## src/logic/ars_pkg.sv

```systemverilog
// Shared constants and types for the antenna reconfiguration sequencer
package ars_pkg;

	// ------------------------------------------------------------
	// Timing
	// ------------------------------------------------------------
	localparam int CLK_MHZ       = 200;
	localparam int DBNC_TIME_US  = 1000;
	localparam int DBNC_CYCLES   = DBNC_TIME_US * CLK_MHZ;

	// ------------------------------------------------------------
	// Site geometry
	// ------------------------------------------------------------
	localparam int NUM_CH        = 10;
	localparam int NUM_REFL      = 16;
	localparam int NUM_DIR       = 8;
	localparam int TUNE_W        = NUM_CH + 1;	// Top bit is the all-around element
	localparam int CH_MID_FIRST  = 4;
	localparam int CH_HIGH_FIRST = 8;
	localparam logic [4:0] REFL_FOUR  = 5'h04;
	localparam logic [4:0] REFL_SIX   = 5'h06;
	localparam logic [4:0] REFL_EIGHT = 5'h08;
	localparam logic [3:0] REFL_OPPOSITE = 4'h8;

	// ------------------------------------------------------------
	// Synchronised input vector layout
	// ------------------------------------------------------------
	localparam int IN_BAND_LO = 0;
	localparam int IN_BAND_HI = 1;
	localparam int IN_CH      = 2;
	localparam int IN_WIDE    = 12;
	localparam int IN_NARROW  = 13;
	localparam int IN_BOMNI   = 14;
	localparam int IN_DIR     = 15;
	localparam int IN_DOMNI   = 23;
	localparam int IN_START   = 24;
	localparam int IN_XMIT    = 25;
	localparam int IN_RF_OK   = 26;
	localparam int IN_TUNED   = 27;
	localparam int IN_RDONE   = 29;
	localparam int IN_SWR     = 31;
	localparam int IN_ARST    = 33;
	localparam int IN_W       = 34;

	// ------------------------------------------------------------
	// Register map
	// ------------------------------------------------------------
	localparam logic [11:0] ADDR_CTRL   = 12'h000;
	localparam logic [11:0] ADDR_STATUS = 12'h004;
	localparam logic [11:0] ADDR_SETUP  = 12'h008;
	localparam int CTRL_LOCK    = 0;
	localparam int CTRL_ARC_CLR = 1;
	localparam logic [31:0] CTRL_RESET = 32'h0000_0000;

	typedef enum logic [1:0] {ST_IDLE, ST_ARMED, ST_RUN, ST_HALT} ars_state_t;
	typedef enum logic [1:0] {BEAM_OMNI, BEAM_WIDE, BEAM_NARROW} ars_beam_t;

endpackage

```

## src/logic/ars_sync_if.sv

```systemverilog
// Raw and cleaned switch vector between the sequencer and its input filter
`timescale 1ns/1ps
`default_nettype none
interface ars_sync_if #(parameter int W = 1);
	logic [W-1:0] raw;
	logic [W-1:0] clean;
	modport filt (input raw, output clean);
	modport user (output raw, input clean);
endinterface
`default_nettype wire

```

## src/logic/ars_debounce.sv

```systemverilog
// Two-flop synchroniser and shared-timer debouncer for a switch vector
`timescale 1ns/1ps
`default_nettype none
module ars_debounce #(
	parameter int CYCLES = 2
) (
	input  wire logic  i_ref_clk,
	input  wire logic  i_rstn,
	ars_sync_if.filt   sif
);
	localparam int W  = $bits(sif.raw);
	localparam int CW = $clog2(CYCLES + 1);

	initial begin
		if (CYCLES < 1) $error("debounce length must be at least one cycle");
	end

	logic [W-1:0]  meta_reg;
	logic [W-1:0]  sync_reg;
	logic [W-1:0]  last_reg;
	logic [W-1:0]  clean_reg;
	logic [CW-1:0] cnt_reg;

	// ------------------------------------------------------------
	// Synchroniser: first stage feeds only the second
	// ------------------------------------------------------------
	always_ff @(posedge i_ref_clk or negedge i_rstn) begin
		if (!i_rstn) begin
			meta_reg <= '0;
			sync_reg <= '0;
		end else begin
			meta_reg <= sif.raw;
			sync_reg <= meta_reg;
		end
	end

	// Vector must hold still for the full count before it is passed on
	always_ff @(posedge i_ref_clk or negedge i_rstn) begin
		if (!i_rstn) begin
			last_reg  <= '0;
			clean_reg <= '0;
			cnt_reg   <= '0;
		end else if (sync_reg != last_reg) begin
			last_reg <= sync_reg;
			cnt_reg  <= '0;
		end else if (cnt_reg == CW'(CYCLES - 1)) begin
			clean_reg <= last_reg;
		end else begin
			cnt_reg <= cnt_reg + 1'b1;
		end
	end

	assign sif.clean = clean_reg;
endmodule
`default_nettype wire

```

## src/logic/ars_sequencer.sv

```systemverilog
// Antenna reconfiguration sequencer with panel inputs and an APB slave
//
// Our own choices: the APB interface to the registers and the address map.
`timescale 1ns/1ps
`default_nettype none
// Operation
// - First configuration-changing command lights the pending lamp.
// - RF switch follows programmed band before start; mechanisms stay still.
// - After start, ignore frequency and direction commands until done.
// - Start connects stored commands to tuner and valve outputs.
// - Light matching busy and reflector busy according to changes in progress.
// - Clear each busy lamp independently on its own completion.
// - Both busy clear: drop pending, light done, re-enable entry.
// - In transmit, ignore pushbuttons but keep setting lamps lit.
// - Transmit during a change halts it; restart needs change and start (the code restarts from halt on start alone).
// - Translate band, beam and bearing, channel into switch, reflectors, tuner.
// - Unused band goes all-off and all-around; complete only when all succeed.
// - Beamwidth gives reflector count four, six or eight; bearing picks which.
// - Activating a reflector opens its valve; deactivating closes it.
// - Each band drives sixteen reflector valves and one matching unit.
// - Close the selected vacuum switch, open all the others.
// - Arc fault when standing wave ratio exceeds two to one.
// - Arc fault opens the transmitter interlock.
// - Band commands act only while entry is permitted.
// - All-around beam deactivates every reflector of the active group.
// - Interlock open whenever the completion signal is absent.
module ars_sequencer #(
	parameter int DBNC_CYCLES = ars_pkg::DBNC_CYCLES
) (
	input  wire logic                        i_ref_clk,
	input  wire logic                        i_rstn,
	input  wire logic                        i_band_lo_btn,
	input  wire logic                        i_band_hi_btn,
	input  wire logic [ars_pkg::NUM_CH-1:0]  i_channel_btn,
	input  wire logic                        i_wide_btn,
	input  wire logic                        i_narrow_btn,
	input  wire logic                        i_beam_omni_btn,
	input  wire logic [ars_pkg::NUM_DIR-1:0] i_bearing_btn,
	input  wire logic                        i_bearing_omni_btn,
	input  wire logic                        i_start_btn,
	input  wire logic                        i_transmit_sel,
	input  wire logic                        i_rf_interlock,
	input  wire logic [1:0]                  i_match_tuned,
	input  wire logic [1:0]                  i_refl_done,
	input  wire logic [1:0]                  i_swr_over,
	input  wire logic                        i_alarm_reset,
	input  wire logic                        psel,
	input  wire logic                        penable,
	input  wire logic                        pwrite,
	input  wire logic [11:0]                 paddr,
	input  wire logic [31:0]                 pwdata,
	output logic                             pready,
	output logic                             pslverr,
	output logic [31:0]                      prdata,
	output logic                             o_rf_band_hi,
	output logic [ars_pkg::NUM_REFL-1:0]     o_valve_lo,
	output logic [ars_pkg::NUM_REFL-1:0]     o_valve_hi,
	output logic [ars_pkg::TUNE_W-1:0]       o_tune_lo,
	output logic [ars_pkg::TUNE_W-1:0]       o_tune_hi,
	output logic                             o_actuate_en,
	output logic                             o_pending_lamp,
	output logic                             o_done_lamp,
	output logic                             o_tune_busy_lamp,
	output logic                             o_reflector_busy_lamp,
	output logic                             o_entry_permit_lamp,
	output logic                             o_arc_lamp,
	output logic                             o_xmtr_interlock,
	output logic [1:0]                       o_band_lamp,
	output logic [ars_pkg::NUM_CH-1:0]       o_channel_lamp,
	output logic [2:0]                       o_beam_lamp,
	output logic [ars_pkg::NUM_DIR-1:0]      o_bearing_lamp
);
	localparam int NR = ars_pkg::NUM_REFL;
	localparam int NC = ars_pkg::NUM_CH;
	localparam int TW = ars_pkg::TUNE_W;

	// ------------------------------------------------------------
	// Input filtering
	// ------------------------------------------------------------
	ars_sync_if #(.W(ars_pkg::IN_W)) sif ();

	// Every panel and site input enters through the synchroniser and debouncer; the APB pins do not
	assign sif.raw = {i_alarm_reset, i_swr_over, i_refl_done, i_match_tuned,
		i_rf_interlock, i_transmit_sel, i_start_btn, i_bearing_omni_btn,
		i_bearing_btn, i_beam_omni_btn, i_narrow_btn, i_wide_btn,
		i_channel_btn, i_band_hi_btn, i_band_lo_btn};

	ars_debounce #(.CYCLES(DBNC_CYCLES)) u_dbnc (
		.i_ref_clk (i_ref_clk),
		.i_rstn    (i_rstn),
		.sif       (sif)
	);

	logic [ars_pkg::IN_W-1:0] in_c;
	logic [ars_pkg::IN_W-1:0] prev_reg;
	logic [ars_pkg::IN_W-1:0] rise;

	assign in_c = sif.clean;
	assign rise = in_c & ~prev_reg;

	// Previous cleaned vector for press detection
	always_ff @(posedge i_ref_clk or negedge i_rstn) begin
		if (!i_rstn) begin
			prev_reg <= '0;
		end else begin
			prev_reg <= in_c;
		end
	end

	// ------------------------------------------------------------
	// Helpers
	// ------------------------------------------------------------
	// Reflector count from beamwidth and channel range
	function automatic logic [4:0] refl_count(input logic [3:0] ch, input logic narrow);
		if (ch >= 4'(ars_pkg::CH_HIGH_FIRST)) begin
			return narrow ? ars_pkg::REFL_EIGHT : ars_pkg::REFL_SIX;
		end else if (ch >= 4'(ars_pkg::CH_MID_FIRST)) begin
			return narrow ? ars_pkg::REFL_EIGHT : ars_pkg::REFL_FOUR;
		end else begin
			return narrow ? ars_pkg::REFL_SIX : ars_pkg::REFL_FOUR;
		end
	endfunction

	// Contiguous block of reflectors on the side opposite the bearing
	function automatic logic [NR-1:0] refl_mask(input logic [2:0] brg, input logic [4:0] n);
		logic [NR-1:0] m;
		logic [3:0]    ctr;
		logic [3:0]    off;
		m   = '0;
		ctr = {brg, 1'b0} + ars_pkg::REFL_OPPOSITE;
		for (int k = 0; k < NR; k++) begin
			off  = 4'(k) - ctr + n[4:1];
			m[k] = ({1'b0, off} < n);
		end
		return m;
	endfunction

	// ------------------------------------------------------------
	// Programmed setup
	// ------------------------------------------------------------
	ars_pkg::ars_state_t state_reg;
	ars_pkg::ars_beam_t  beam_reg;
	logic        band_hi_reg;
	logic [3:0]  ch_reg;
	logic [2:0]  brg_reg;
	logic        permit;
	logic        lock_reg;
	logic        cmd_ok;
	logic        band_cmd;
	logic        ch_cmd;
	logic        beam_cmd;
	logic        brg_cmd;
	logic        start_ok;
	logic        chg;
	logic [3:0]  ch_pick;
	logic [2:0]  brg_pick;

	assign permit   = ~in_c[ars_pkg::IN_XMIT];
	assign cmd_ok   = permit && !lock_reg && !start_ok
		&& (state_reg == ars_pkg::ST_IDLE || state_reg == ars_pkg::ST_ARMED);
	assign start_ok = rise[ars_pkg::IN_START] && permit && !lock_reg
		&& (state_reg == ars_pkg::ST_ARMED || state_reg == ars_pkg::ST_HALT);
	assign band_cmd = cmd_ok && |rise[ars_pkg::IN_BAND_HI:ars_pkg::IN_BAND_LO];
	assign ch_cmd   = cmd_ok && |rise[ars_pkg::IN_CH +: NC];
	assign beam_cmd = cmd_ok && |rise[ars_pkg::IN_BOMNI:ars_pkg::IN_WIDE];
	assign brg_cmd  = cmd_ok && |rise[ars_pkg::IN_DOMNI:ars_pkg::IN_DIR];

	// Lowest pressed channel and bearing button wins
	always_comb begin
		ch_pick  = ch_reg;
		brg_pick = brg_reg;
		for (int k = NC - 1; k >= 0; k--) begin
			if (rise[ars_pkg::IN_CH + k]) ch_pick = 4'(k);
		end
		for (int k = ars_pkg::NUM_DIR - 1; k >= 0; k--) begin
			if (rise[ars_pkg::IN_DIR + k]) brg_pick = 3'(k);
		end
	end

	// A band, channel or bearing command that alters the setup, or any beam command, calls for a new configuration
	assign chg = (band_cmd && (rise[ars_pkg::IN_BAND_HI] != band_hi_reg))
		|| (ch_cmd && ch_pick != ch_reg)
		|| (brg_cmd && rise[ars_pkg::IN_DOMNI] && beam_reg != ars_pkg::BEAM_OMNI)
		|| (brg_cmd && !rise[ars_pkg::IN_DOMNI] && brg_pick != brg_reg)
		|| beam_cmd;

	// Stored commands; the RF band is taken straight to the switch
	always_ff @(posedge i_ref_clk or negedge i_rstn) begin
		if (!i_rstn) begin
			band_hi_reg <= 1'b0;
			ch_reg      <= '0;
			brg_reg     <= '0;
			beam_reg    <= ars_pkg::BEAM_OMNI;
		end else begin
			if (band_cmd) band_hi_reg <= rise[ars_pkg::IN_BAND_HI];
			if (ch_cmd) ch_reg <= ch_pick;
			if (brg_cmd && !rise[ars_pkg::IN_DOMNI]) brg_reg <= brg_pick;
			if (brg_cmd && rise[ars_pkg::IN_DOMNI]) beam_reg <= ars_pkg::BEAM_OMNI;
			else if (beam_cmd && rise[ars_pkg::IN_WIDE]) beam_reg <= ars_pkg::BEAM_WIDE;
			else if (beam_cmd && rise[ars_pkg::IN_NARROW]) beam_reg <= ars_pkg::BEAM_NARROW;
			else if (beam_cmd) beam_reg <= ars_pkg::BEAM_OMNI;
		end
	end

	// ------------------------------------------------------------
	// Target configuration
	// ------------------------------------------------------------
	logic [NR-1:0] tgt_mask;
	logic [TW-1:0] tgt_tune;
	logic [TW-1:0] omni_tune;

	assign tgt_mask  = (beam_reg == ars_pkg::BEAM_OMNI) ? '0
		: refl_mask(brg_reg, refl_count(ch_reg, beam_reg == ars_pkg::BEAM_NARROW));
	assign tgt_tune  = TW'(1) << ch_reg;
	assign omni_tune = TW'(1) << NC;

	// ------------------------------------------------------------
	// Sequencing
	// ------------------------------------------------------------
	logic [NR-1:0] valve_lo_reg;
	logic [NR-1:0] valve_hi_reg;
	logic [TW-1:0] tune_lo_reg;
	logic [TW-1:0] tune_hi_reg;
	logic          applied_hi_reg;
	logic          pend_reg;
	logic          done_reg;
	logic          tbusy_reg;
	logic          rbusy_reg;
	logic          tuned_rise;
	logic          rdone_rise;
	logic          all_ok;
	logic [NR-1:0] new_lo;
	logic [NR-1:0] new_hi;
	logic [TW-1:0] new_tlo;
	logic [TW-1:0] new_thi;

	assign new_lo  = band_hi_reg ? '0 : tgt_mask;
	assign new_hi  = band_hi_reg ? tgt_mask : '0;
	assign new_tlo = band_hi_reg ? omni_tune : tgt_tune;
	assign new_thi = band_hi_reg ? tgt_tune : omni_tune;
	assign tuned_rise = rise[ars_pkg::IN_TUNED + 32'(applied_hi_reg)];
	assign rdone_rise = rise[ars_pkg::IN_RDONE + 32'(applied_hi_reg)];
	// Both groups finished and the RF switch confirmed its position
	assign all_ok = &in_c[ars_pkg::IN_TUNED +: 2] && &in_c[ars_pkg::IN_RDONE +: 2]
		&& in_c[ars_pkg::IN_RF_OK];

	// Main sequence: armed, running, halted
	always_ff @(posedge i_ref_clk or negedge i_rstn) begin
		if (!i_rstn) begin
			state_reg <= ars_pkg::ST_IDLE;
			pend_reg  <= 1'b0;
			done_reg  <= 1'b0;
		end else begin
			case (state_reg)
				ars_pkg::ST_IDLE, ars_pkg::ST_ARMED: begin
					if (start_ok) begin
						state_reg <= ars_pkg::ST_RUN;
					end else if (chg) begin
						state_reg <= ars_pkg::ST_ARMED;
						pend_reg  <= 1'b1;
						done_reg  <= 1'b0;
					end
				end
				ars_pkg::ST_RUN: begin
					if (!permit) begin
						state_reg <= ars_pkg::ST_HALT;
					end else if (!tbusy_reg && !rbusy_reg && all_ok) begin
						state_reg <= ars_pkg::ST_IDLE;
						pend_reg  <= 1'b0;
						done_reg  <= 1'b1;
					end
				end
				ars_pkg::ST_HALT: begin
					if (start_ok) state_reg <= ars_pkg::ST_RUN;
				end
				default: state_reg <= ars_pkg::ST_IDLE;
			endcase
		end
	end

	// Outputs to the mechanisms change only when a change is started
	always_ff @(posedge i_ref_clk or negedge i_rstn) begin
		if (!i_rstn) begin
			valve_lo_reg   <= '0;
			valve_hi_reg   <= '0;
			tune_lo_reg    <= '0;
			tune_hi_reg    <= '0;
			applied_hi_reg <= 1'b0;
		end else if (start_ok && state_reg == ars_pkg::ST_ARMED) begin
			valve_lo_reg   <= new_lo;
			valve_hi_reg   <= new_hi;
			tune_lo_reg    <= new_tlo;
			tune_hi_reg    <= new_thi;
			applied_hi_reg <= band_hi_reg;
		end
	end

	// Busy lamps: set for the parts that really change, cleared apart
	always_ff @(posedge i_ref_clk or negedge i_rstn) begin
		if (!i_rstn) begin
			tbusy_reg <= 1'b0;
			rbusy_reg <= 1'b0;
		end else if (start_ok && state_reg == ars_pkg::ST_ARMED) begin
			tbusy_reg <= (new_tlo != tune_lo_reg) || (new_thi != tune_hi_reg);
			rbusy_reg <= (new_lo != valve_lo_reg) || (new_hi != valve_hi_reg);
		end else if (state_reg == ars_pkg::ST_RUN) begin
			if (tuned_rise) tbusy_reg <= 1'b0;
			if (rdone_rise) rbusy_reg <= 1'b0;
		end
	end

	// ------------------------------------------------------------
	// Arc protection
	// ------------------------------------------------------------
	logic arc_reg;
	logic arc_clr;

	// A new arc in the clearing cycle keeps the latch set
	always_ff @(posedge i_ref_clk or negedge i_rstn) begin
		if (!i_rstn) begin
			arc_reg <= 1'b0;
		end else if (|in_c[ars_pkg::IN_SWR +: 2]) begin
			arc_reg <= 1'b1;
		end else if (arc_clr || in_c[ars_pkg::IN_ARST]) begin
			arc_reg <= 1'b0;
		end
	end

	// ------------------------------------------------------------
	// APB slave
	// ------------------------------------------------------------
	logic        wr_acc;
	logic        mapped;
	logic [31:0] rd_next;
	logic        err_reg;

	assign wr_acc  = psel && penable && pwrite;
	assign mapped  = (paddr == ars_pkg::ADDR_CTRL) || (paddr == ars_pkg::ADDR_STATUS)
		|| (paddr == ars_pkg::ADDR_SETUP);
	assign arc_clr = wr_acc && paddr == ars_pkg::ADDR_CTRL && pwdata[ars_pkg::CTRL_ARC_CLR];
	assign pready  = 1'b1;
	assign pslverr = psel && penable && err_reg;

	// Read mux
	always_comb begin
		rd_next = '0;
		if (paddr == ars_pkg::ADDR_CTRL) begin
			rd_next[ars_pkg::CTRL_LOCK] = lock_reg;
		end else if (paddr == ars_pkg::ADDR_STATUS) begin
			rd_next[11:0] = {state_reg, o_xmtr_interlock, permit, arc_reg,
				rbusy_reg, tbusy_reg, done_reg, pend_reg, band_hi_reg, 2'h0};
		end else if (paddr == ars_pkg::ADDR_SETUP) begin
			rd_next[11:0] = {beam_reg, brg_reg, ch_reg, band_hi_reg, 2'h0};
		end
	end

	// Read data and error are captured in the setup cycle
	always_ff @(posedge i_ref_clk or negedge i_rstn) begin
		if (!i_rstn) begin
			prdata  <= '0;
			err_reg <= 1'b0;
		end else if (psel && !penable) begin
			prdata  <= pwrite ? '0 : rd_next;
			err_reg <= !mapped;
		end
	end

	// Control register write
	always_ff @(posedge i_ref_clk or negedge i_rstn) begin
		if (!i_rstn) begin
			lock_reg <= ars_pkg::CTRL_RESET[ars_pkg::CTRL_LOCK];
		end else if (wr_acc && paddr == ars_pkg::ADDR_CTRL) begin
			lock_reg <= pwdata[ars_pkg::CTRL_LOCK];
		end
	end

	// ------------------------------------------------------------
	// Output drive
	// ------------------------------------------------------------
	assign o_rf_band_hi          = band_hi_reg;
	assign o_valve_lo            = valve_lo_reg;
	assign o_valve_hi            = valve_hi_reg;
	assign o_tune_lo             = tune_lo_reg;
	assign o_tune_hi             = tune_hi_reg;
	assign o_actuate_en          = (state_reg == ars_pkg::ST_RUN);
	assign o_pending_lamp        = pend_reg;
	assign o_done_lamp           = done_reg;
	assign o_tune_busy_lamp      = tbusy_reg;
	assign o_reflector_busy_lamp = rbusy_reg;
	assign o_entry_permit_lamp   = permit;
	assign o_arc_lamp            = arc_reg;
	assign o_xmtr_interlock      = !permit && !arc_reg && done_reg;
	// Setting lamps stay lit in transmit
	assign o_band_lamp    = {band_hi_reg, !band_hi_reg};
	assign o_channel_lamp = NC'(1) << ch_reg;
	assign o_beam_lamp    = 3'(1) << beam_reg;
	assign o_bearing_lamp = (beam_reg == ars_pkg::BEAM_OMNI) ? '0
		: ars_pkg::NUM_DIR'(1) << brg_reg;
endmodule
`default_nettype wire

```

## config.mk

```make
export PLATFORM = sky130hd
export DESIGN_NAME = ars_sequencer
export DESIGN_NICKNAME = d
export VERILOG_FILES = /design/src/logic/ars_pkg.sv /design/src/logic/ars_sync_if.sv /design/src/logic/ars_debounce.sv /design/src/logic/ars_sequencer.sv
export SDC_FILE = /design/constraint.sdc
export NUM_CORES = 1
export LEC_CHECK = 0
export BUFFER_PORTS_ARGS = -buffer_cell sky130_fd_sc_hd__buf_4
export CAP_MARGIN = 10
export CORE_MARGIN = 10
export CORE_UTILIZATION = 57
export CTS_CLUSTER_DIAMETER = 40
export DETAILED_ROUTE_END_ITERATION = 12
export HOLD_SLACK_MARGIN = 0.06
export PLACE_DENSITY = 0.78
export SLEW_MARGIN = 5
export SYNTH_ARGS = -nofsm -noshare
export SYNTH_HDL_FRONTEND = slang
export SYNTH_HIERARCHICAL = 1
export SYNTH_SLANG_ARGS = --single-unit
export TNS_END_PERCENT = 10
```

## constraint.sdc

```tcl
create_clock -name i_ref_clk -period 6.4 [get_ports i_ref_clk]
set_input_delay 1.28 -clock i_ref_clk [delete_from_list [all_inputs] [get_ports i_ref_clk]]
set_output_delay 1.28 -clock i_ref_clk [all_outputs]
set_load 0.005 [all_outputs]
```

### After elaboration in Yosys (flattened, before gate mapping)

Index checks and enable logic that the tools add are counted.

* bits of input ports: 83
* logic and storage cells: 253
* memory bits (writable): 0
* memories: 0
* latch bits: 0
* flip-flop bits (word level): 294
* output and inout bits: 120
* ROM bits: 0

* reductions and logical operators: 74
* bitwise operators: 4
* multiplexer cells: 68
* $lt $le $gt $ge: 20
* equal/unequal tests: 23
* shifts and indexed selects: 4
* add/sub/neg operators: 36
* multipliers: 0
* divide/modulo/power cells: 0

Operators by type and width (number)
* $lt A4 B5 Y1: 16
* $add A4 B4 Y4: 16
* $mux W4: 14
* $mux W16: 3
* $mux W12: 3
* $mux W18: 2
* $and A34 B34 Y34: 1
* $ne A34 B34 Y1: 1
* $not A34 Y34: 1
* $mux W11: 3
* $ne A16 B16 Y1: 2
* $sub A4 B4 Y4 const A: 8
* $logic_and A1 B1 Y1: 31
* $mux W3: 8
* $ne A11 B11 Y1: 2
* $mux W2: 10
* $mux W1: 19
* $add A18 B1 Y18 const B: 1
* $eq A18 B18 Y1 const B: 1
* $sub A3 B4 Y4 const A: 4
* $lt A6 B7 Y1 const B: 2
* $add A5 B1 Y6 const A: 2
* $bmux W1 S6: 2
* $eq A12 B3 Y1 const B: 1
* other kinds (36): 76

### Longest topological paths before layout

Gate-level depths: netlist of the first run.

* depth in word-level cells: 21
* gate-level depth with buffers: 21
* depth with buffers taken out: 19

### Hierarchy

The synthesis of the first run kept the hierarchy.

By module, submodules not included
* ars_sequencer: seq. area each 2852.7 um2, times used 1, cells each 837, area an instance 7257.0 um2
* ars_debounce: seq. area each 3853.7 um2, times used 1, cells each 345, area an instance 5330.1 um2

### Worst setup path after synthesis of the first run

No wires, ideal clock.

* kind: reg2reg
* start point: register ch_reg[3]
* end point: register rbusy_reg (netlist: o_reflector_busy_lamp)
* setup time: 0.131 ns
* required time: 6.269 ns
* arrival: 4.308 ns
* setup slack: 1.961 ns
* cell stages (with the launch flop): 18
* period minus slack after synthesis: 4.439 ns
* path buffers: 3
* cell sequence: dfrtp_1 > buf_2 > or2_2 > clkbuf_1 > and2_1 > inv_1 > ha_1 > buf_1 > and2_1 > fa_1 > ha_1 > or2_2 > a211oi_1 > a21oi_1 > or4_1 > a32o_1 > nor3_1 > a31oi_1

* cells in the longest elaborated chain, start to end: 10
* elaborated cells between the ends (all ways): 43
* classes of those cells: 16 x add/sub; 18 x order compare; 2 x eq/ne; 6 x mux; 1 x reduce/logical

Ends and longest elaborated chain
* start: declaration: line ars_sequencer.sv:144 `logic [3:0] ch_reg;`
* start signal: assignment: line ars_sequencer.sv:196 `if (ch_cmd) ch_reg <= ch_pick;`
* $ge A4 B3 Y1: line ars_sequencer.sv:117 `end else if (ch >= 4'(ars_pkg::CH_MID_FIRST)) begin`
* $mux W4: line ars_sequencer.sv:117
* $mux W4 *: line ars_sequencer.sv:115 `if (ch >= 4'(ars_pkg::CH_HIGH_FIRST)) begin`
* $add A4 B4 Y4: line ars_sequencer.sv:132 `off = 4'(k) - ctr + n[4:1];`
* $lt A4 B5 Y1: line ars_sequencer.sv:133 `m[k] = ({1'b0, off} < n);`
* $mux W16 *: line ars_sequencer.sv:212 `assign tgt_mask = (beam_reg == ars_pkg::BEAM_OMNI) ? '0`
* $mux W16, on equally long branches: line ars_sequencer.sv:237, ars_sequencer.sv:238
* $ne A16 B16 Y1: line ars_sequencer.sv:305 `rbusy_reg <= (new_lo != valve_lo_reg) || (new_hi != valve_hi_reg);`
* $logic_or A1 B1 Y1 *: line ars_sequencer.sv:305
* $mux W1 *: line ars_sequencer.sv:303 `end else if (start_ok && state_reg == ars_pkg::ST_ARMED) begin`
* end signal: assignment: line ars_sequencer.sv:305
* end: declaration: line ars_sequencer.sv:228 `logic rbusy_reg;`

Mark *: on every way between the ends. The rest lies on a longest branch, timed or not.
A chain may end at the register's enable or synchronous reset.

### Final worst setup path of the first run

Same ends and word-level chain as after synthesis.

==> flow_metrics.py, run 1 <==
metrics = {
    "status": {
        "outcome": "complete, no violations",
    },
    "place": {
        "dp_cells": 1541,
        "hpwl_um": 20300,
        "gp_congestion": 0.884,
        "dpl_cell_area_um2": 13700,
        "port_buffers": 150,
    },
    "pwr": {
        "power.density_nw_per_um2": 261,
        "seqPwrFrac_pct": 44.6,
        "clockPowerShare_pct": 53.1,
        "p_total_mw": 3.92,
        "p_sw_share_pct": 22.2,
        "p_comb_share_pct": 2.3,
        "p_leak_nw": 7.04,
        "ir_drop_mv": 0.252,
        "p_int_mw": 3.05,
        "p_sw_mw": 0.870,
    },
    "job": {
        "maxCapViolCount": 0,
    },
    "logic_synthesis": {
        "synth_cell_types": 78,
        "synth_edf_count": 0,
        "synth_top_cell_area_share_pct": 53.3,
        "syn_area_per_cell_um2": 10.6,
        "yosys-top-cells-area": "dfrtp_1 (53%), xnor2_1 (3.9%), mux2_4 (3.7%)",
        "synthFlopType": "dfrtp_1",
        "synthCells": 1182,
        "synth_warnings": 6,
        "synth_top_area_cell": "dfrtp_1",
        "yosysSeqAreaShare_pct": 53.3,
        "ys_seq_elements": 268,
        "async_flop_share_pct": 100,
        "netlist_area_um2": 12600,
    },
    "setup_path": {
        "worstPathRequired_ns": 6.78,
        "worstPathMaxFanout": 14,
        "crit_chain": "or2_2, and2_1, inv_1, ha_1, and2_1, fa_1, ha_1, or2_2, a211oi_1, a21oi_1, or4_1, a32o_1, nor3_1, a31oi_1",
        "critPathTopFamily": "simple AND/OR/NAND/NOR gates",
        "worst-path-buf-inv": 1,
        "crit_type": "reg2reg",
        "crit_arrival_ns": 5.32,
        "worstSetupEndpointType": "register",
        "crit_path_start_kind": "register",
        "cp_slowest_cell": "ha_1",
        "crit_cells": 14,
        "ff2ff_path_depth": 14,
        "max_stage_delay_ns": 0.62,
    },
    "clock_network": {
        "cts-root-buf": "clkbuf_16",
        "clk_latency_ns": 0.52,
        "post_cts_resized": 0,
        "cts_hold_buf": 0,
        "cts.sinks": 268,
        "cts_setup_buffers": 0,
        "path_clk_slew_ns": 0.06,
        "cts_max_level": 2,
        "cts_tree": "yes",
        "numCtsBuffers": 38,
        "clockBufferDepth": 3,
    },
    "sta": {
        "max_freq_ghz": 0.202,
        "hold_viol": 0,
        "worst_pin_slew_ns": 1.12,
        "drv_slew": 0,
        "fin_crit_sh_pct": 77.3,
        "setup_viol": 0,
        "max-slew-margin-rel_pct": 25.2,
        "rsz0062_at_grt": "false",
        "min_period_ns": 4.95,
        "finClkSkew_ns": 0.0243,
        "tns_ns": 0,
    },
    "die": {
        "die_w_um": 169,
        "die_area_um2": 28400,
        "initial_core_util_pct": 57.9,
        "die_y_um": 169,
        "core_area_um2": 21800,
        "boundaryPins": 203,
        "rows": 54,
    },
    "route": {
        "routed_wl_um": 29300,
        "vias": 9282,
        "drtPass1Iterations": 5,
        "drc": 0,
        "vias_per_cell": 5.76,
        "ant_nets": 0,
        "avgRoutedWirePerCell_um": 18.2,
        "drtIter0Drc": 812,
    },
    "cells_and_area": {
        "syn2layout_area_growth_pct": 19.2,
        "final_area_um2": 15000,
        "antenna_cells": 0,
        "final_cells": 1611,
        "fin_util_pct": 69.0,
        "finalNetCount": 1421,
        "final_cell_mix": "dfrtp_1 (267), buf_4 (155), nand2_1 (119), nor2_1 (76), o21ai_0 (67)",
        "drive_gt1_share_pct": 22.2,
        "final_common_cell": "dfrtp_1",
    },
    "grt": {
        "gr-usage-all-layers_pct": 20.0,
        "overflow": 0,
        "antenna_found_initial": 0,
        "grt_pass1_wl_um": 47700,
        "grt_pass1_vias": 9395,
        "grt_max_degree": 139,
    },
    "min_path": {
        "whs_path_depth": 0,
        "hp-class": "reg2reg",
    },
}
## worst register-to-register path, stage by stage, from the launching register on
cell and delay, ns:
dfrtp_1 0.50, or2_2 0.25, and2_1 0.48, inv_1 0.10, ha_1 0.62, and2_1 0.26
fa_1 0.43, ha_1 0.27, or2_2 0.28, a211oi_1 0.24, a21oi_1 0.18, or4_1 0.53
a32o_1 0.27, nor3_1 0.29, a31oi_1 0.13
## logic make-up after synthesis
| family | count (synthesis) | share of synthesized area, % |
|---|---|---|
| XOR/XNOR | 75 | 5.22 |
| flip-flops | 268 | 53.3 |
| buffers and inverters | 144 | 5.40 |
| other | 2 | 0.0597 |
| AND/OR/NAND/NOR | 375 | 14.8 |
| adder cells (fa/ha/maj) | 37 | 4.10 |
| multiplexers | 40 | 4.48 |
| AO/OA/AOI/OAI | 241 | 12.7 |
## cell usage after synthesis, types with 8 or more instances
cell	instances
dfrtp_1	268
nand2_1	119
nor2_1	76
o21ai_0	67
clkbuf_1	57
xnor2_1	56
a21oi_1	47
inv_1	46
nor3_1	35
mux2_4	31
ha_1	30
buf_4	24
nand2b_1	23
o31ai_1	22
nand3_1	21
xor2_1	19
nor2b_1	18
nand4_1	17
a31oi_1	12
nor4_1	12
or2_2	12
a22oi_1	11
a211oi_1	9
or3_1	8
## layout make-up
cell class	count	area, um^2
Timing Repair Buffer	156	1180
Clock buffer	48	1060
Tap cell	280	350
Multi-Input combinational cell	790	5280
Clock inverter	22	256
Sequential cell	268	6710
Inverter	47	176
Fill cell	1584	6750
## through the flow
stage	hold slack, ns	worst slack [ns]
floorplan	0.331	1.96
global placement	0.332	1.51
detailed placement	0.335	1.44
CTS	0.347	1.42
global route	0.350	1.12
finish	0.346	1.45
## power groups by stage
stage	combinational, mW	sequential (mW)	clock, mW
after floorplan	0.0421	1.77	0
after global placement	0.0885	1.78	0
after detailed placement	0.0902	1.78	0
after CTS	0.0910	1.75	2.12
after global routing	0.100	1.75	2.20
final	0.0885	1.75	2.08
## path summary, 6_finish.rpt
| kind | start | endpoint | slack, ns |
|---|---|---|---|
| worst max register to register | ch_reg[3] | o_reflector_busy_lamp | 1.45 |
| worst max-delay path | ch_reg[3] | o_reflector_busy_lamp | 1.45 |
| min in group asynchronous | i_rstn | o_valve_hi[7] | 0.79 |
| max in group asynchronous | i_rstn | u_dbnc/meta_reg[20] | 4.17 |
| worst min-delay path | u_dbnc/meta_reg[12] | u_dbnc/sync_reg[12] | 0.35 |
| worst min register to register | u_dbnc/meta_reg[12] | u_dbnc/sync_reg[12] | 0.35 |
## per-layer routing
layer  wire (um)  global-route usage, %
met1       12300                   25.7
met2       14200                   33.4
met3        2050                   4.19
met4         638                   6.02
met5           0                      0
(Power assumes the default switching activity.)
==> run 2: changes to the inputs <==
--- a/config.mk
+++ b/config.mk
@@ -5,6 +5,7 @@
 export SDC_FILE = /design/constraint.sdc
 export NUM_CORES = 1
 export LEC_CHECK = 0
+export ABC_AREA = 1
 export BUFFER_PORTS_ARGS = -buffer_cell sky130_fd_sc_hd__buf_4
 export CAP_MARGIN = 10
 export CORE_MARGIN = 10
==> constraint.sdc (replaced) <==
create_clock -name i_ref_clk -period 5.05 [get_ports i_ref_clk]
set_input_delay 1.01 -clock i_ref_clk [delete_from_list [all_inputs] [get_ports i_ref_clk]]
set_output_delay 1.01 -clock i_ref_clk [all_outputs]
set_load 0.005 [all_outputs]
==> run 2 against run 1 <==
Against the previous run: hold slack worse by 0.00099 ns; final area up 1.9%; routed wire length down 0.45%; area after synthesis up 2.6%; worst setup slack worse by 0.52 ns; synthesized cell count up 25%; count of clock-buffer cells in the layout down 5; final cell count up 19%.
==> flow_metrics.py, run 2 <==
metrics = {
    "status": {
        "outcome": "complete, no violations",
    },
    "place": {
        "gp_congestion": 0.901,
        "hpwl_um": 21100,
        "dp_cells": 1850,
        "pre_cts_ws_ns": 1.01,
        "port_buffers": 150,
    },
    "sta": {
        "finClkSkew_ns": 0.0249,
        "tns_ns": 0,
        "max_freq_ghz": 0.243,
        "fin_crit_sh_pct": 81.5,
        "hold_viol": 0,
        "setup_ws_ns": 0.933,
        "min_period_ns": 4.12,
        "drv_slew": 0,
        "worst_pin_slew_ns": 1.01,
        "setup_viol": 0,
        "max-slew-margin-rel_pct": 32.4,
        "rsz0062_at_grt": "false",
    },
    "cells_and_area": {
        "final_cell_mix": "nand2_1 (384), dfrtp_1 (268), inv_1 (169), buf_4 (156), nor2_1 (125)",
        "antenna_cells": 0,
        "finalNetCount": 1724,
        "final_common_cell": "nand2_1",
        "drive_gt1_share_pct": 17.3,
        "fin_util_pct": 68.2,
        "final_cells": 1914,
        "syn2layout_area_growth_pct": 18.4,
        "fillerInstances": 1772,
    },
    "min_path": {
        "hp-class": "reg2reg",
        "whs_path_depth": 0,
        "hold_end": "u_dbnc/sync_reg[17]",
        "hold_start": "u_dbnc/meta_reg[17]",
    },
    "logic_synthesis": {
        "synth_top_cell_area_share_pct": 51.9,
        "yosys-top-cells-area": "dfrtp_1 (52%), nand2_1 (11%), inv_1 (4.9%)",
        "synth_common_cells": "nand2_1 (384), dfrtp_1 (268), inv_1 (169)",
        "synthCells": 1482,
        "synth_cell_types": 51,
        "netlist_area_um2": 12900,
        "synth_top_area_cell": "dfrtp_1",
        "yosysSeqAreaShare_pct": 51.9,
        "ys_seq_elements": 268,
        "yosysMostFrequentCell": "nand2_1",
        "synthFlopType": "dfrtp_1",
        "synth_edf_count": 0,
        "synth_warnings": 6,
        "async_flop_share_pct": 100,
        "syn_area_per_cell_um2": 8.72,
    },
    "clock_network": {
        "cts_setup_buffers": 0,
        "cts_hold_buf": 0,
        "cts.sinks": 268,
        "numCtsBuffers": 37,
        "clk_latency_ns": 0.53,
        "cts_max_level": 2,
        "path_clk_slew_ns": 0.05,
        "cts-root-buf": "clkbuf_16",
        "clockBufferDepth": 3,
        "cts_tree": "yes",
        "post_cts_resized": 0,
    },
    "setup_path": {
        "crit_path_start_kind": "register",
        "max_stage_delay_ns": 0.56,
        "crit_chain": "nor2_4, nor2_4, buf_4, inv_1, ha_1, xor2_1, xor2_1, inv_1, ha_1, nor2_1, nand3_1, xor2_1, nand2_1, nor2_1, nand3_2, nor2_1, nor2_1",
        "worst-path-buf-inv": 3,
        "worstSetupEndpointType": "register",
        "rr_startpoint": "ch_reg[3]",
        "ff2ff_path_depth": 17,
        "worstPathMaxFanout": 18,
        "cp_slowest_cell": "inv_1",
        "worstPathRequired_ns": 5.45,
        "crit_type": "reg2reg",
        "crit_arrival_ns": 4.52,
        "reg2reg_to": "o_reflector_busy_lamp",
        "r2r_slack_ns": 0.93,
        "critPathTopFamily": "simple AND/OR/NAND/NOR gates",
        "cp_common_cell": "nor2_1",
    },
    "job": {
        "maxCapViolCount": 0,
    },
    "pwr": {
        "ir_drop_mv": 0.315,
        "p_total_mw": 4.94,
        "p_leak_nw": 7.66,
        "power.density_nw_per_um2": 323,
    },
    "die": {
        "boundaryPins": 203,
        "initial_core_util_pct": 57.6,
        "die_w_um": 171,
        "die_area_um2": 29100,
        "rows": 55,
        "core_area_um2": 22400,
        "die_y_um": 171,
    },
    "grt": {
        "grt_util_met2_pct": 33.4,
        "grt_pass1_vias": 9916,
        "globalRouteMet3Util_pct": 3.80,
        "grt_pass1_wl_um": 48100,
        "grt_max_degree": 130,
        "gr-usage-all-layers_pct": 20.1,
        "overflow": 0,
        "grt.busiest_layer": "met2",
        "antenna_found_initial": 0,
        "met1_usage_pct": 25.4,
    },
    "route": {
        "drtPass1Iterations": 8,
        "vias": 10100,
        "ant_nets": 0,
        "vias_per_cell": 5.25,
        "routed_wl_um": 29100,
        "avgRoutedWirePerCell_um": 15.2,
        "drc": 0,
        "drtIter0Drc": 900,
    },
}
## run 2: cell types whose count changed after synthesis, moves of 23 or more
cell      before  now
nor2_1        76  126
xnor2_1       56   22
mux2_4        31    0
nand2b_1      23    0
inv_1         46  169
a21oi_1       47   20
nand3_1       21   53
nand2_1      119  384
nand4_1       17   70
## run 2: logic make-up (layout without fill, tap and decap cells)
family	Yosys count	in the layout	share of synthesized area [%]
AO/OA/AOI/OAI	142	142	6.35
flip-flops	268	268	51.9
adder cells (fa/ha/maj)	37	37	3.99
multiplexers	1	1	0.0872
other	2	22	0.0581
buffers and inverters	269	396	9.26
XOR/XNOR	51	51	3.46
AND/OR/NAND/NOR	712	712	24.9
## run 2: worst max-delay path by stage
| stage | startpoint | to | slack, ns | cells after the start |
|---|---|---|---|---|
| 6_report | ch_reg[3] | o_reflector_busy_lamp | 0.93 | 17 |
| 5_1_grt | ch_reg[3] | o_reflector_busy_lamp | 0.69 | 19 |
| 4_1_cts | ch_reg[3] | o_reflector_busy_lamp | 0.98 | 17 |
| 3_5_place_dp | ch_reg[3] | o_reflector_busy_lamp | 1.01 | 17 |
| 3_3_place_gp | ch_reg[3] | o_reflector_busy_lamp | 1.10 | 17 |
| 2_1_floorplan | beam_reg[0] | o_reflector_busy_lamp | 1.83 | 19 |
## run 2: where the power goes
group	internal, mW	switching, mW	total (mW)	leakage, nW
clock	1.64	0.958	2.60	0.624
sequential	2.19	0.0254	2.22	3.50
combinational	0.0489	0.0753	0.124	3.54
## run 2: layer usage
metal,routed length [um],vias to the layer above
met5,0,-
met4,884,0
met3,1680,55
met2,14100,285
met1,12400,4790
li1,-,4926
## run 2: layout make-up
type                       count  area, um^2  share of cell area [%]
clock buffer                  43        1000                    6.54
timing repair buffer         159        1230                    8.02
tap                          285         357                    2.33
inverter                     173         651                    4.25
sequential                   268        6710                    43.8
multi-input combinational    965        5090                    33.3
clock inverter                21         264                    1.73
## run 2: through the flow
stage / area, um^2 / hold slack (ns)
after floorplan: 13000 / 0.331
after global placement: 14000 / 0.333
after detailed placement: 14000 / 0.335
after CTS: 15300 / 0.347
after global routing: 15300 / 0.351
final: 15300 / 0.345
